`config.mk`:
```
export PLATFORM = sky130hd
export DESIGN_NAME = hsu_uart
export DESIGN_NICKNAME = d
export VERILOG_FILES = /design/src/verilog/hsu_pkg.sv /design/src/verilog/hsu_tick_gen.sv /design/src/verilog/hsu_uart.sv
export SDC_FILE = /design/constraint.sdc
export NUM_CORES = 1
export LEC_CHECK = 0
export BUFFER_PORTS_ARGS = -buffer_cell sky130_fd_sc_hd__buf_2
export CORE_MARGIN = 2
export CORE_UTILIZATION = 30
export DETAILED_ROUTE_END_ITERATION = 16
export PLACE_DENSITY_LB_ADDON = 0.2
export SYNTH_ARGS = -nofsm -noshare
export SYNTH_HDL_FRONTEND = slang
export SYNTH_SLANG_ARGS = --single-unit
export TNS_END_PERCENT = 100
```
`constraint.sdc`:
```
create_clock -name clk -period 6.7 [get_ports clk]
set_input_delay 0.335 -clock clk [delete_from_list [all_inputs] [get_ports clk]]
set_output_delay 0.335 -clock clk [all_outputs]
set_load 0.05 [all_outputs]
```
`src/verilog/hsu_pkg.sv`:
```
/*
  package for the host serial uart: configuration encodings, frame layout, rate table.
  assumes a 100 mhz system clock and 16x oversampling of the serial line.
*/
package hsu_pkg;

  // ----------------------------------------
  // clock and oversampling
  // ----------------------------------------
  localparam int unsigned CLK_HZ = 100000000;
  localparam int unsigned OVERSAMPLE = 16;
  localparam logic [3:0] MID_TICK = 4'h7;
  localparam logic [3:0] LAST_TICK = 4'hf;

  // ----------------------------------------
  // line rates in bits per second
  // ----------------------------------------
  localparam int unsigned BAUD_4800 = 4800;
  localparam int unsigned BAUD_9600 = 9600;
  localparam int unsigned BAUD_19200 = 19200;
  localparam int unsigned BAUD_38400 = 38400;
  localparam int unsigned BAUD_57600 = 57600;
  localparam int unsigned BAUD_115200 = 115200;
  localparam int unsigned BAUD_230400 = 230400;
  localparam int unsigned BAUD_460800 = 460800;
  localparam int unsigned BAUD_921600 = 921600;

  // divider per oversample tick, rounded to nearest
  function automatic logic [11:0] tick_div(input int unsigned baud);
    tick_div = 12'((CLK_HZ + (baud * OVERSAMPLE) / 2) / (baud * OVERSAMPLE));
  endfunction

  // rate select codes; code 0 is the stored default
  typedef enum logic [3:0] {
    HSU_RATE_9600   = 4'h0,
    HSU_RATE_19200  = 4'h1,
    HSU_RATE_57600  = 4'h2,
    HSU_RATE_115200 = 4'h3,
    HSU_RATE_4800   = 4'h4,
    HSU_RATE_38400  = 4'h5,
    HSU_RATE_230400 = 4'h6,
    HSU_RATE_460800 = 4'h7,
    HSU_RATE_921600 = 4'h8
  } hsu_rate_t;

  localparam hsu_rate_t RATE_RESET = HSU_RATE_9600;

  typedef enum logic [2:0] {
    HSU_PAR_NONE = 3'h0,
    HSU_PAR_EVEN = 3'h1,
    HSU_PAR_ODD  = 3'h2,
    HSU_PAR_ONE  = 3'h3,
    HSU_PAR_ZERO = 3'h4
  } hsu_parity_t;

  // character length code: data bits = code + 5
  localparam logic [1:0] LEN_8 = 2'h3;
  localparam logic [3:0] LEN_BASE = 4'h5;

  typedef struct packed {
    hsu_rate_t rate;
    hsu_parity_t parity;
    logic two_stop;
    logic [1:0] char_len;
    logic loopback;
  } hsu_cfg_t;

  localparam hsu_cfg_t CFG_RESET = '{rate: HSU_RATE_9600, parity: HSU_PAR_NONE,
                                     two_stop: 1'b0, char_len: LEN_8, loopback: 1'b0};

  typedef struct packed {
    logic framing;
    logic parity;
    logic overrun;
    logic brk;
  } hsu_err_t;

  typedef enum logic [2:0] {
    HSU_ST_IDLE   = 3'h0,
    HSU_ST_START  = 3'h1,
    HSU_ST_DATA   = 3'h2,
    HSU_ST_PARITY = 3'h3,
    HSU_ST_STOP   = 3'h4,
    HSU_ST_STOP2  = 3'h5
  } hsu_state_t;

endpackage

```
`src/verilog/hsu_tick_gen.sv`:
```
/*
  oversample tick generator for the host serial uart.
  assumes rate code comes from the same clock domain; a change does not restart the count.
*/
`timescale 1ns/1ps
module hsu_tick_gen (
  // clock and reset
  input wire logic clk,
  input wire logic rst_n,
  // rate select
  input wire hsu_pkg::hsu_rate_t rate,
  // one pulse per sixteenth of a bit
  output logic tick
);

  // ----------------------------------------
  // rate table
  // ----------------------------------------
  logic [11:0] div;
  logic [11:0] cnt_ff;
  logic [11:0] nxt_cnt;

  always_comb begin
    unique case (rate)
      hsu_pkg::HSU_RATE_9600: div = hsu_pkg::tick_div(hsu_pkg::BAUD_9600);
      hsu_pkg::HSU_RATE_19200: div = hsu_pkg::tick_div(hsu_pkg::BAUD_19200);
      hsu_pkg::HSU_RATE_57600: div = hsu_pkg::tick_div(hsu_pkg::BAUD_57600);
      hsu_pkg::HSU_RATE_115200: div = hsu_pkg::tick_div(hsu_pkg::BAUD_115200);
      hsu_pkg::HSU_RATE_4800: div = hsu_pkg::tick_div(hsu_pkg::BAUD_4800);
      hsu_pkg::HSU_RATE_38400: div = hsu_pkg::tick_div(hsu_pkg::BAUD_38400);
      hsu_pkg::HSU_RATE_230400: div = hsu_pkg::tick_div(hsu_pkg::BAUD_230400);
      hsu_pkg::HSU_RATE_460800: div = hsu_pkg::tick_div(hsu_pkg::BAUD_460800);
      hsu_pkg::HSU_RATE_921600: div = hsu_pkg::tick_div(hsu_pkg::BAUD_921600);
      // unused codes fall back to the default rate
      default: div = hsu_pkg::tick_div(hsu_pkg::BAUD_9600);
    endcase
  end

  // ----------------------------------------
  // divider
  // ----------------------------------------
  assign nxt_cnt = (cnt_ff >= div - 12'h001) ? 12'h000 : cnt_ff + 12'h001;

  always_ff @(posedge clk or negedge rst_n) begin
    if (!rst_n) begin
      cnt_ff <= 12'h000;
      tick <= 1'b0;
    end else begin
      cnt_ff <= nxt_cnt;
      tick <= (nxt_cnt == 12'h000);
    end
  end

endmodule // hsu_tick_gen

```
`src/verilog/hsu_uart.sv`:
```
/*
  host serial uart: full duplex transmitter and receiver with parity, stop bits,
  character length, line error flags and loopback.
  assumes configuration is static while frames are in flight; the serial input is asynchronous.
*/
// Notes on behaviour
// RULE1: transmit and receive run independently, simultaneously
// RULE2: default frame 8n1, lsb first
// RULE3: rate chosen from stored rate codes
// RULE4: rate defaults to 9600 after reset
// RULE5: only serial in and out, no handshake
// RULE6: parity even, odd, one, zero, or none
// RULE7: one or two stop bits transmitted
// RULE8: five to eight data bits both ways
// RULE9: rates 4.8 to 921.6 kbps programmable
// RULE10: stop bit sampled low flags framing error
// RULE11: flag overrun, parity mismatch and break
// RULE12: loopback feeds tx to rx, pin idles high
// RULE13: start edge, mid-bit confirm, centre sampling
`timescale 1ns/1ps
module hsu_uart (
  // clock and reset
  input wire logic clk,
  input wire logic reset_n,
  // configuration
  input wire hsu_pkg::hsu_cfg_t cfg,
  // transmit side
  input wire logic tx_valid,
  input wire logic [7:0] tx_data,
  output logic tx_ready,
  // receive side
  output logic rx_valid,
  output logic [7:0] rx_data,
  output hsu_pkg::hsu_err_t rx_err,
  input wire logic rx_take,
  // serial pins
  input wire logic serial_in,
  output logic serial_out
);

  // ----------------------------------------
  // reset release and input synchroniser
  // ----------------------------------------
  logic rst_meta_ff;
  logic rst_n_ff;
  logic rx_meta_ff;
  logic rx_sync_ff;
  logic tick;
  hsu_pkg::hsu_cfg_t cfg_ff;

  always_ff @(posedge clk or negedge reset_n) begin
    if (!reset_n) begin
      rst_meta_ff <= 1'b0;
      rst_n_ff <= 1'b0;
    end else begin
      rst_meta_ff <= 1'b1;
      rst_n_ff <= rst_meta_ff;
    end
  end

  always_ff @(posedge clk or negedge rst_n_ff) begin
    if (!rst_n_ff) begin
      rx_meta_ff <= 1'b1;
      rx_sync_ff <= 1'b1;
    end else begin
      rx_meta_ff <= serial_in; // RULE5
      rx_sync_ff <= rx_meta_ff;
    end
  end

  // configuration registered; reset value is 9600 8n1
  always_ff @(posedge clk or negedge rst_n_ff) begin
    if (!rst_n_ff) begin
      cfg_ff <= hsu_pkg::CFG_RESET; // RULE2 RULE4
    end else begin
      cfg_ff <= cfg;
    end
  end

  hsu_tick_gen i_hsu_tick_gen (
    .clk(clk),
    .rst_n(rst_n_ff),
    .rate(cfg_ff.rate), // RULE3 RULE9
    .tick(tick)
  );

  logic [3:0] nbits;
  assign nbits = hsu_pkg::LEN_BASE + {2'h0, cfg_ff.char_len}; // RULE8

  // parity bit for a character: even-style xor, then per mode
  function automatic logic par_bit(input logic [7:0] d, input logic [1:0] len, input hsu_pkg::hsu_parity_t p);
    logic x;
    logic [7:0] m;
    m = 8'hff >> (3'h3 - {1'b0, len});
    x = ^(d & m);
    unique case (p)
      hsu_pkg::HSU_PAR_EVEN: par_bit = x;
      hsu_pkg::HSU_PAR_ODD: par_bit = ~x;
      hsu_pkg::HSU_PAR_ONE: par_bit = 1'b1;
      default: par_bit = 1'b0;
    endcase
  endfunction

  // ----------------------------------------
  // transmitter
  // ----------------------------------------
  hsu_pkg::hsu_state_t tx_st_ff;
  logic [3:0] tx_tick_ff;
  logic [3:0] tx_bit_ff;
  logic [7:0] tx_sh_ff;
  logic tx_par_ff;
  logic tx_line_ff;
  logic tx_end;

  assign tx_end = tick && tx_tick_ff == hsu_pkg::LAST_TICK;

  // independent of the receiver, so both directions run at once
  always_ff @(posedge clk or negedge rst_n_ff) begin
    if (!rst_n_ff) begin
      tx_st_ff <= hsu_pkg::HSU_ST_IDLE;
      tx_tick_ff <= 4'h0;
      tx_bit_ff <= 4'h0;
      tx_sh_ff <= 8'h00;
      tx_par_ff <= 1'b0;
      tx_line_ff <= 1'b1;
      tx_ready <= 1'b0;
    end else begin
      if (tick) begin
        tx_tick_ff <= tx_tick_ff + 4'h1;
      end
      unique case (tx_st_ff)
        hsu_pkg::HSU_ST_IDLE: begin
          tx_line_ff <= 1'b1;
          tx_ready <= 1'b1;
          if (tx_valid && tx_ready) begin // RULE1
            tx_ready <= 1'b0;
            tx_sh_ff <= tx_data;
            tx_par_ff <= par_bit(tx_data, cfg_ff.char_len, cfg_ff.parity); // RULE6
            tx_tick_ff <= 4'h0;
            tx_line_ff <= 1'b0;
            tx_st_ff <= hsu_pkg::HSU_ST_START;
          end
        end
        hsu_pkg::HSU_ST_START: if (tx_end) begin
          tx_line_ff <= tx_sh_ff[0]; // RULE2
          tx_sh_ff <= {1'b0, tx_sh_ff[7:1]};
          tx_bit_ff <= 4'h1;
          tx_st_ff <= hsu_pkg::HSU_ST_DATA;
        end
        hsu_pkg::HSU_ST_DATA: if (tx_end) begin
          if (tx_bit_ff == nbits) begin // RULE8
            if (cfg_ff.parity != hsu_pkg::HSU_PAR_NONE) begin
              tx_line_ff <= tx_par_ff;
              tx_st_ff <= hsu_pkg::HSU_ST_PARITY;
            end else begin
              tx_line_ff <= 1'b1;
              tx_st_ff <= hsu_pkg::HSU_ST_STOP;
            end
          end else begin
            tx_line_ff <= tx_sh_ff[0];
            tx_sh_ff <= {1'b0, tx_sh_ff[7:1]};
            tx_bit_ff <= tx_bit_ff + 4'h1;
          end
        end
        hsu_pkg::HSU_ST_PARITY: if (tx_end) begin
          tx_line_ff <= 1'b1;
          tx_st_ff <= hsu_pkg::HSU_ST_STOP;
        end
        hsu_pkg::HSU_ST_STOP: if (tx_end) begin
          tx_st_ff <= cfg_ff.two_stop ? hsu_pkg::HSU_ST_STOP2 : hsu_pkg::HSU_ST_IDLE; // RULE7
        end
        hsu_pkg::HSU_ST_STOP2: if (tx_end) begin
          tx_st_ff <= hsu_pkg::HSU_ST_IDLE;
        end
        default: tx_st_ff <= hsu_pkg::HSU_ST_IDLE;
      endcase
    end
  end

  // ----------------------------------------
  // pin and loopback
  // ----------------------------------------
  logic rx_line;
  assign rx_line = cfg_ff.loopback ? tx_line_ff : rx_sync_ff; // RULE12

  always_ff @(posedge clk or negedge rst_n_ff) begin
    if (!rst_n_ff) begin
      serial_out <= 1'b1;
    end else begin
      serial_out <= cfg_ff.loopback ? 1'b1 : tx_line_ff; // RULE12
    end
  end

  // ----------------------------------------
  // receiver
  // ----------------------------------------
  hsu_pkg::hsu_state_t rx_st_ff;
  logic [3:0] rx_tick_ff;
  logic [3:0] rx_bit_ff;
  logic [7:0] rx_sh_ff;
  logic rx_par_ff;
  logic rx_any_ff;
  logic rx_prev_ff;
  logic rx_mid;
  logic rx_done;
  logic [7:0] rx_word;

  assign rx_mid = tick && rx_tick_ff == hsu_pkg::MID_TICK;
  // data is shifted in from the top; align to bit 0 for short characters
  assign rx_word = rx_sh_ff >> (3'h3 - {1'b0, cfg_ff.char_len});

  always_ff @(posedge clk or negedge rst_n_ff) begin
    if (!rst_n_ff) begin
      rx_st_ff <= hsu_pkg::HSU_ST_IDLE;
      rx_tick_ff <= 4'h0;
      rx_bit_ff <= 4'h0;
      rx_sh_ff <= 8'h00;
      rx_par_ff <= 1'b0;
      rx_any_ff <= 1'b0;
      rx_prev_ff <= 1'b1;
      rx_done <= 1'b0;
    end else begin
      rx_prev_ff <= rx_line;
      rx_done <= 1'b0;
      if (tick) begin
        rx_tick_ff <= rx_tick_ff + 4'h1;
      end
      unique case (rx_st_ff)
        hsu_pkg::HSU_ST_IDLE: if (rx_prev_ff && !rx_line) begin // RULE13
          rx_tick_ff <= 4'h0;
          rx_st_ff <= hsu_pkg::HSU_ST_START;
        end
        hsu_pkg::HSU_ST_START: if (rx_mid) begin
          // a glitch shorter than half a bit is dropped
          if (rx_line) begin
            rx_st_ff <= hsu_pkg::HSU_ST_IDLE; // RULE13
          end else begin
            rx_tick_ff <= hsu_pkg::MID_TICK + 4'h1; // realign to centre
            rx_bit_ff <= 4'h0;
            rx_any_ff <= 1'b0;
            rx_st_ff <= hsu_pkg::HSU_ST_DATA;
          end
        end
        hsu_pkg::HSU_ST_DATA: if (rx_mid) begin
          rx_sh_ff <= {rx_line, rx_sh_ff[7:1]}; // RULE13
          rx_any_ff <= rx_any_ff | rx_line;
          rx_bit_ff <= rx_bit_ff + 4'h1;
          if (rx_bit_ff + 4'h1 == nbits) begin // RULE8
            rx_st_ff <= (cfg_ff.parity != hsu_pkg::HSU_PAR_NONE) ? hsu_pkg::HSU_ST_PARITY : hsu_pkg::HSU_ST_STOP;
          end
        end
        hsu_pkg::HSU_ST_PARITY: if (rx_mid) begin
          rx_par_ff <= rx_line;
          rx_any_ff <= rx_any_ff | rx_line;
          rx_st_ff <= hsu_pkg::HSU_ST_STOP;
        end
        hsu_pkg::HSU_ST_STOP: if (rx_mid) begin
          // receiver needs only one stop bit; a second one is idle line
          rx_done <= 1'b1;
          rx_prev_ff <= 1'b0; // no new start until the line returns high
          rx_any_ff <= rx_any_ff | rx_line;
          rx_sh_ff <= rx_sh_ff;
          rx_par_ff <= rx_par_ff;
          rx_st_ff <= hsu_pkg::HSU_ST_IDLE;
        end
        default: rx_st_ff <= hsu_pkg::HSU_ST_IDLE;
      endcase
    end
  end

  // stop bit value captured with rx_done
  logic rx_stop_ff;
  always_ff @(posedge clk or negedge rst_n_ff) begin
    if (!rst_n_ff) begin
      rx_stop_ff <= 1'b1;
    end else if (rx_st_ff == hsu_pkg::HSU_ST_STOP && rx_mid) begin
      rx_stop_ff <= rx_line;
    end
  end

  // ----------------------------------------
  // holding register and error flags
  // ----------------------------------------
  // a new character sets the flags, and wins over a take in the same cycle
  always_ff @(posedge clk or negedge rst_n_ff) begin
    if (!rst_n_ff) begin
      rx_valid <= 1'b0;
      rx_data <= 8'h00;
      rx_err <= '0;
    end else if (rx_done) begin
      rx_valid <= 1'b1;
      rx_data <= rx_word;
      rx_err.framing <= !rx_stop_ff; // RULE10
      rx_err.parity <= (cfg_ff.parity != hsu_pkg::HSU_PAR_NONE) &&
                       (rx_par_ff != par_bit(rx_word, cfg_ff.char_len, cfg_ff.parity)); // RULE11
      rx_err.brk <= !rx_any_ff && !rx_stop_ff; // RULE11
      rx_err.overrun <= rx_valid && !rx_take; // RULE11
    end else if (rx_take) begin
      rx_valid <= 1'b0;
    end
  end

endmodule // hsu_uart
```
== Yosys cells after proc, flatten, opt, wreduce, memory -nomap -nowiden ==
Memories as Yosys holds them, arrays and structs flattened.
Index checks and enable logic that the tools add are counted.
Storage, ports and cells
  register bits: 88
  ROM bits: 176
  input port bits: 24
  output and inout bits: 15
  logic and storage cells: 181
  memories: 1
Memories
  (no name shown): words 16, bits a word 11, rd ports 1, clocked after memory_dff 0, write ports 0, line hsu_tick_gen.sv:24  | unique case (rate)
Operators by class
  add/subtract/negate cells: 8
  $lt $le $gt $ge: 1
  equality and inequality tests: 33
  shifts and indexed selects: 2
  multiplexer cells: 62
  bitwise operators: 5
  reductions and logical operators: 35
Operators by type and width (count)
  two-way mux 4 bit: 13
  two-way mux 3 bit: 15
  two-way mux 8 bit: 4
  != test 2 bit, second input constant: 15
  case mux 4 bit (2 select lines): 3
  case mux 8 bit (3 select lines): 1
  == test 3 x 2 -> 1 bit, second input constant: 6
  two-way mux 1 bit: 18
  case mux 3 bit (6 select lines): 1
  adder 4 x 1 -> 4 bit, second input constant: 4
  bitwise AND 8 bit: 2
  AND reduction 4 bit: 4
  parity 8 bit: 2
  case mux 3 bit (5 select lines): 1
  adder 12 x 1 -> 12 bit, second input constant: 1
  greater-or-equal comparator 12 bit: 1
  zero test 12 bit: 1
  two-way mux 12 bit: 1
  subtractor 12 x 1 -> 12 bit, second input constant: 1
  == test 3 x 1 -> 1 bit, second input constant: 3
  == test 3 bit, second input constant: 3
  == test 4 bit: 2
  logical AND 1 bit: 8
  nonzero test 2 bit: 4
  23 further kinds: 32

== Longest topological paths before layout ==
  word-level depth: 9
  gate-level depth with buffers: 16
  mapped depth without buffers: 14

== By module ==
From an unflattened synthesis, not the netlist that was laid out.
Unflattened totals
  cell total of the unflattened synthesis: 493
  area, all modules: 5016.1 µm²
Modules (own cells, without submodules)
  hsu_uart: times used 1, cells each 340, area an instance 3703.6 µm², sequential area each 1886.8 µm²
  hsu_tick_gen: times used 1, cells each 153, area an instance 1312.5 µm², sequential area each 325.3 µm²

== Worst setup path before layout ==
Ideal clock, no wire load.
  kind: register to register
  from: register cfg_ff[8] in the netlist's numbering
  to: register i_hsu_tick_gen.cnt_ff[0]
  library setup time: 0.078 ns
  arrival time: 3.119 ns
  required time: 6.622 ns
  setup slack: 3.504 ns
  stages on the path, launching flop included: 15
  buffers on the path: 1
  period minus slack after synthesis: 3.196 ns
  cell sequence: dfrtp_1 inv_1 ha_1 a211oi_1 ha_1 nand3b_1 o21a_1 o311ai_1 ha_1 a21o_1 a21oi_1 o21ai_1 a31o_2 clkbuf_1 a21oi_1
Between the ends
  cells in the longest elaborated chain, start to end: 4
Ends and longest elaborated chain
  start, declared: line hsu_uart.sv:49  | hsu_pkg::hsu_cfg_t cfg_ff;
  start signal, assigned: line hsu_uart.sv:74  | cfg_ff <= hsu_pkg::CFG_RESET;
  start signal, assigned: line hsu_uart.sv:76  | cfg_ff <= cfg;
  memory (16 x 11 bit)
  subtractor 12 x 1 -> 12 bit: line hsu_tick_gen.sv:42  | assign nxt_cnt = (cnt_ff >= div - 12'h001) ? 12'h000 : cnt_ff + 12'h001;
  greater-or-equal comparator 12 bit: line hsu_tick_gen.sv:42
  two-way mux 12 bit: line hsu_tick_gen.sv:42
  via i_hsu_tick_gen.nxt_cnt[0]: line hsu_tick_gen.sv:21  | logic [11:0] nxt_cnt;
  end signal, assigned: line hsu_tick_gen.sv:49  | cnt_ff <= nxt_cnt;
  end, declared: line hsu_tick_gen.sv:20  | logic [11:0] cnt_ff;
The timed path passes the listed nets, and every way through them passes these cells.
A chain may end at the register's enable or synchronous reset.

== Final worst setup path ==
  from: register cfg_ff[8] in the netlist's numbering
  to: register i_hsu_tick_gen.tick
Between the ends
  cells in the longest elaborated chain, start to end: 5
Ends and longest elaborated chain
  memory (16 x 11 bit)
  subtractor 12 x 1 -> 12 bit: line hsu_tick_gen.sv:42
  greater-or-equal comparator 12 bit: line hsu_tick_gen.sv:42
  two-way mux 12 bit: line hsu_tick_gen.sv:42
  zero test 12 bit: line hsu_tick_gen.sv:50  | tick <= (nxt_cnt == 12'h000);
  end signal, assigned: line hsu_tick_gen.sv:50
  end, declared: line hsu_tick_gen.sv:13  | output logic tick
Every way passes these cells.

==> results.sh <==
export IMPL_stdcell_count=741
export IMPL_cts_resized=0
export IMPL_layout_commonest_cell="dfrtp_1"
export IMPL_path_max_fanout=13
export IMPL_dp_hpwl_um=7250
export IMPL_critPathCaptureType="flip-flop"
export IMPL_drc_errors=0
export IMPL_post_cts_buffers=0
export IMPL_drive_gt1_share_pct=16.8
export IMPL_finalCritPeriodShare_pct=53.3
export IMPL_synthesis_area_um2=4950
export IMPL_cts_sinks=88
export IMPL_drt_iter0_markers=163
export IMPL_drt_wl_total_um=10300
export IMPL_worst_slew_pin_slew_ns=1.16
export IMPL_power_mw=1.95
export IMPL_clockBufferDepth=2
export IMPL_htreeDepth=3
export IMPL_setup_viol=0
export IMPL_num_vias=3671
export IMPL_async_flop_share_pct=100
export IMPL_p_per_area_nw_per_um2=346
export IMPL_worstSetupStartpointType="flip-flop"
export IMPL_clock_latency_ns=0.35
export IMPL_numCtsBuffers=9
export IMPL_synth_compound_area_share_pct=14.9
export IMPL_viasPerCell=4.95
export IMPL_initial_utilization_pct=30.9
export IMPL_dr_pass1_iters=4
export IMPL_synth_top_family_by_area="compound AO/OA/AOI/OAI gates"
export IMPL_whs_ns=0.0787
export IMPL_grt_pass1_wl_um=17900
export IMPL_clkTransAtPathRegs_ns=0.07
export IMPL_setup_ws_ns=3.13
export IMPL_path_class="reg -> reg"
export IMPL_pre_cts_ws_ns=3.15
export IMPL_synth_simple_area_share_pct=13.9
export IMPL_min_path_type="in -> reg"
export IMPL_layout_common_cells="dfrtp_1, nor2_1, a21oi_1, buf_2, nand2_1"
export IMPL_drtAntennaViolNets=0
export IMPL_antenna_diode_count=0
export IMPL_netlist_instances=491
export IMPL_synth_warnings=0
export IMPL_avgSynthCellArea_um2=10.1
export IMPL_synthFlopType="dfrtp_1"
export IMPL_synth_edf_count=0
export IMPL_nets=569
export IMPL_rsz0062_at_grt="false"
export IMPL_num_rows=46
export IMPL_core_area_um2=16000
export IMPL_hold_viol_final=0
export IMPL_gp_congestion=0.770
export IMPL_required_ns=6.93
export IMPL_dp_cells=724
export IMPL_max_freq_mhz=280
export IMPL_ys_seq_elements=88
export IMPL_io_buffers=38
export IMPL_period_needed_ns=3.57
export IMPL_synth_mux_area_share_pct=9.46
export IMPL_cts_root_buf="clkbuf_16"
export IMPL_fill_cells=1690
export IMPL_syn2layout_area_growth_pct=13.8
export IMPL_slew_headroom_pct=22.6
export IMPL_final_cell_area_um2=5630
export IMPL_die_area_um2=17500
export IMPL_critical_path_startpoint="cfg_ff[8]$_DFF_PN0_"
export IMPL_cp_data_arrival_time_ns=3.81
export IMPL_drv_cap=0
export IMPL_grt_overflow=0
export IMPL_hold_buffers=1
export IMPL_antenna_found_initial=0
export IMPL_min_from="serial_in"
export IMPL_ir_worst_vdd_mv=0.137
export IMPL_postPlaceCellArea_um2=5320
export IMPL_p_leak_nw=2.54
export IMPL_ioPinCount=39
export IMPL_slew_viol_final=0
export IMPL_grt_use_total_pct=12.5
export IMPL_synth_fa_ha_area_share_pct=6.32
export IMPL_synthXorXnorAreaFrac_pct=7.31
export IMPL_synth_cell_types=61
export IMPL_die_w_um=132
export IMPL_worstReg2RegStart="cfg_ff[8]$_DFF_PN0_"
export IMPL_tns_ns=0
export IMPL_routedWlPerCell_um=13.9
export IMPL_grt_max_degree=57
export IMPL_fin_util_pct=35.2
export IMPL_status="complete, no violations"
export IMPL_seq_area_frac_synth_pct=44.7
export IMPL_grt_pass1_vias=3714
export IMPL_cts_tree="done"
export IMPL_fp_dieH_um=132
export IMPL_fin_skew_ns=0.00466
-- where the power goes --
group,total [mW],internal (mW),leakage [nW],switching [mW]
clock,0.520,0.294,0.148,0.227
sequential,0.815,0.662,1.10,0.152
combinational,0.612,0.256,1.29,0.355
total,1.95,1.21,2.54,0.734
-- state kept, by name (all words and copies together), names as in the netlist, 4 cells and up --
name,count
cfg_ff,11
i_hsu_tick_gen.cnt_ff,12
rx_bit_ff,4
rx_data,8
rx_err,4
rx_sh_ff,8
rx_tick_ff,4
tx_bit_ff,4
tx_sh_ff,8
tx_tick_ff,4
-- final timing paths --
| check | to | slack [ns] | cells past startpoint |
|---|---|---|---|
| hold reg to reg | rx_err[1]$_DFFE_PN0P_ | 0.26 | 0 |
| setup reg to reg | i_hsu_tick_gen.tick$_DFF_PN0_ | 3.13 | 13 |
| setup / recovery | i_hsu_tick_gen.tick$_DFF_PN0_ | 3.13 | 13 |
| hold / removal | rx_meta_ff$_DFF_PN1_ | 0.08 | 1 |
| max in group asynchronous | rx_par_ff$_DFFE_PN0P_ | 5.37 | 1 |
| min in group asynchronous | rx_err[1]$_DFFE_PN0P_ | 0.26 | 0 |
-- synth_stat cells (4+ instances only) --
cell,instances,area [um^2]
ha_1,25,313
dfrtp_1,80,2000
o21ai_0,14,70.1
a211oi_1,4,30.0
o21ai_1,6,30.0
inv_1,15,56.3
o22ai_1,5,31.3
a21oi_1,40,200
mux2_2,16,180
nand4_1,5,31.3
and3_1,4,25.0
nand2_1,28,105
nor2b_1,9,56.3
nand3_1,13,65.1
dfstp_2,8,210
mux2i_1,22,220
nor2_1,56,210
xnor2_1,21,184
a21o_1,9,67.6
nand2b_1,6,37.5
clkbuf_1,19,71.3
nor3_1,10,50.1
xor2_1,15,131
-- worst max-delay path, cell delays in order (launching register included) --
cell and delay (ns):
dfrtp_1 0.49, inv_1 0.14, ha_1 0.37, a211oi_1 0.31
ha_1 0.26, nand3b_1 0.15, o21a_1 0.20, o311ai_1 0.27
ha_1 0.29, a21o_1 0.16, a21oi_1 0.14, o21ai_1 0.08
a31o_2 0.35, a32o_1 0.25
-- cell families (layout without fill, tap and decap cells) --
kind of cell               count (synthesis)  count (layout)
DFF                                       88              88
adders and majority gates                 25              25
muxes                                     41              41
other                                      1               2
xor gates and xnor gates                  38              38
and+or+nand+nor                          145             145
buffers and inverters                     38              71
AOI/OAI and AO/OA                        115             115
-- per-layer routing --
metal | vias to the layer above | global-route usage (%) | wire (um)
met2 | 54 | 21.6 | 5070
met4 | 0 | 3.94 | 188
met3 | 17 | 3.56 | 325
li1 | 1810 | - | -
met5 | - | 0 | 0
met1 | 1790 | 15.0 | 4720
-- cell type report --
| class | count | area [um^2] | area share (%) |
|---|---|---|---|
| Tap cell | 216 | 270 | 4.80 |
| Timing Repair Buffer | 40 | 208 | 3.69 |
| Clock buffer | 9 | 225 | 4.00 |
| Multi-Input combinational cell | 366 | 2580 | 45.7 |
| Sequential cell | 88 | 2220 | 39.3 |
| Inverter | 15 | 56.3 | 1.00 |
| Clock inverter | 7 | 80.1 | 1.42 |
Power figures use the tool's default switching activity.
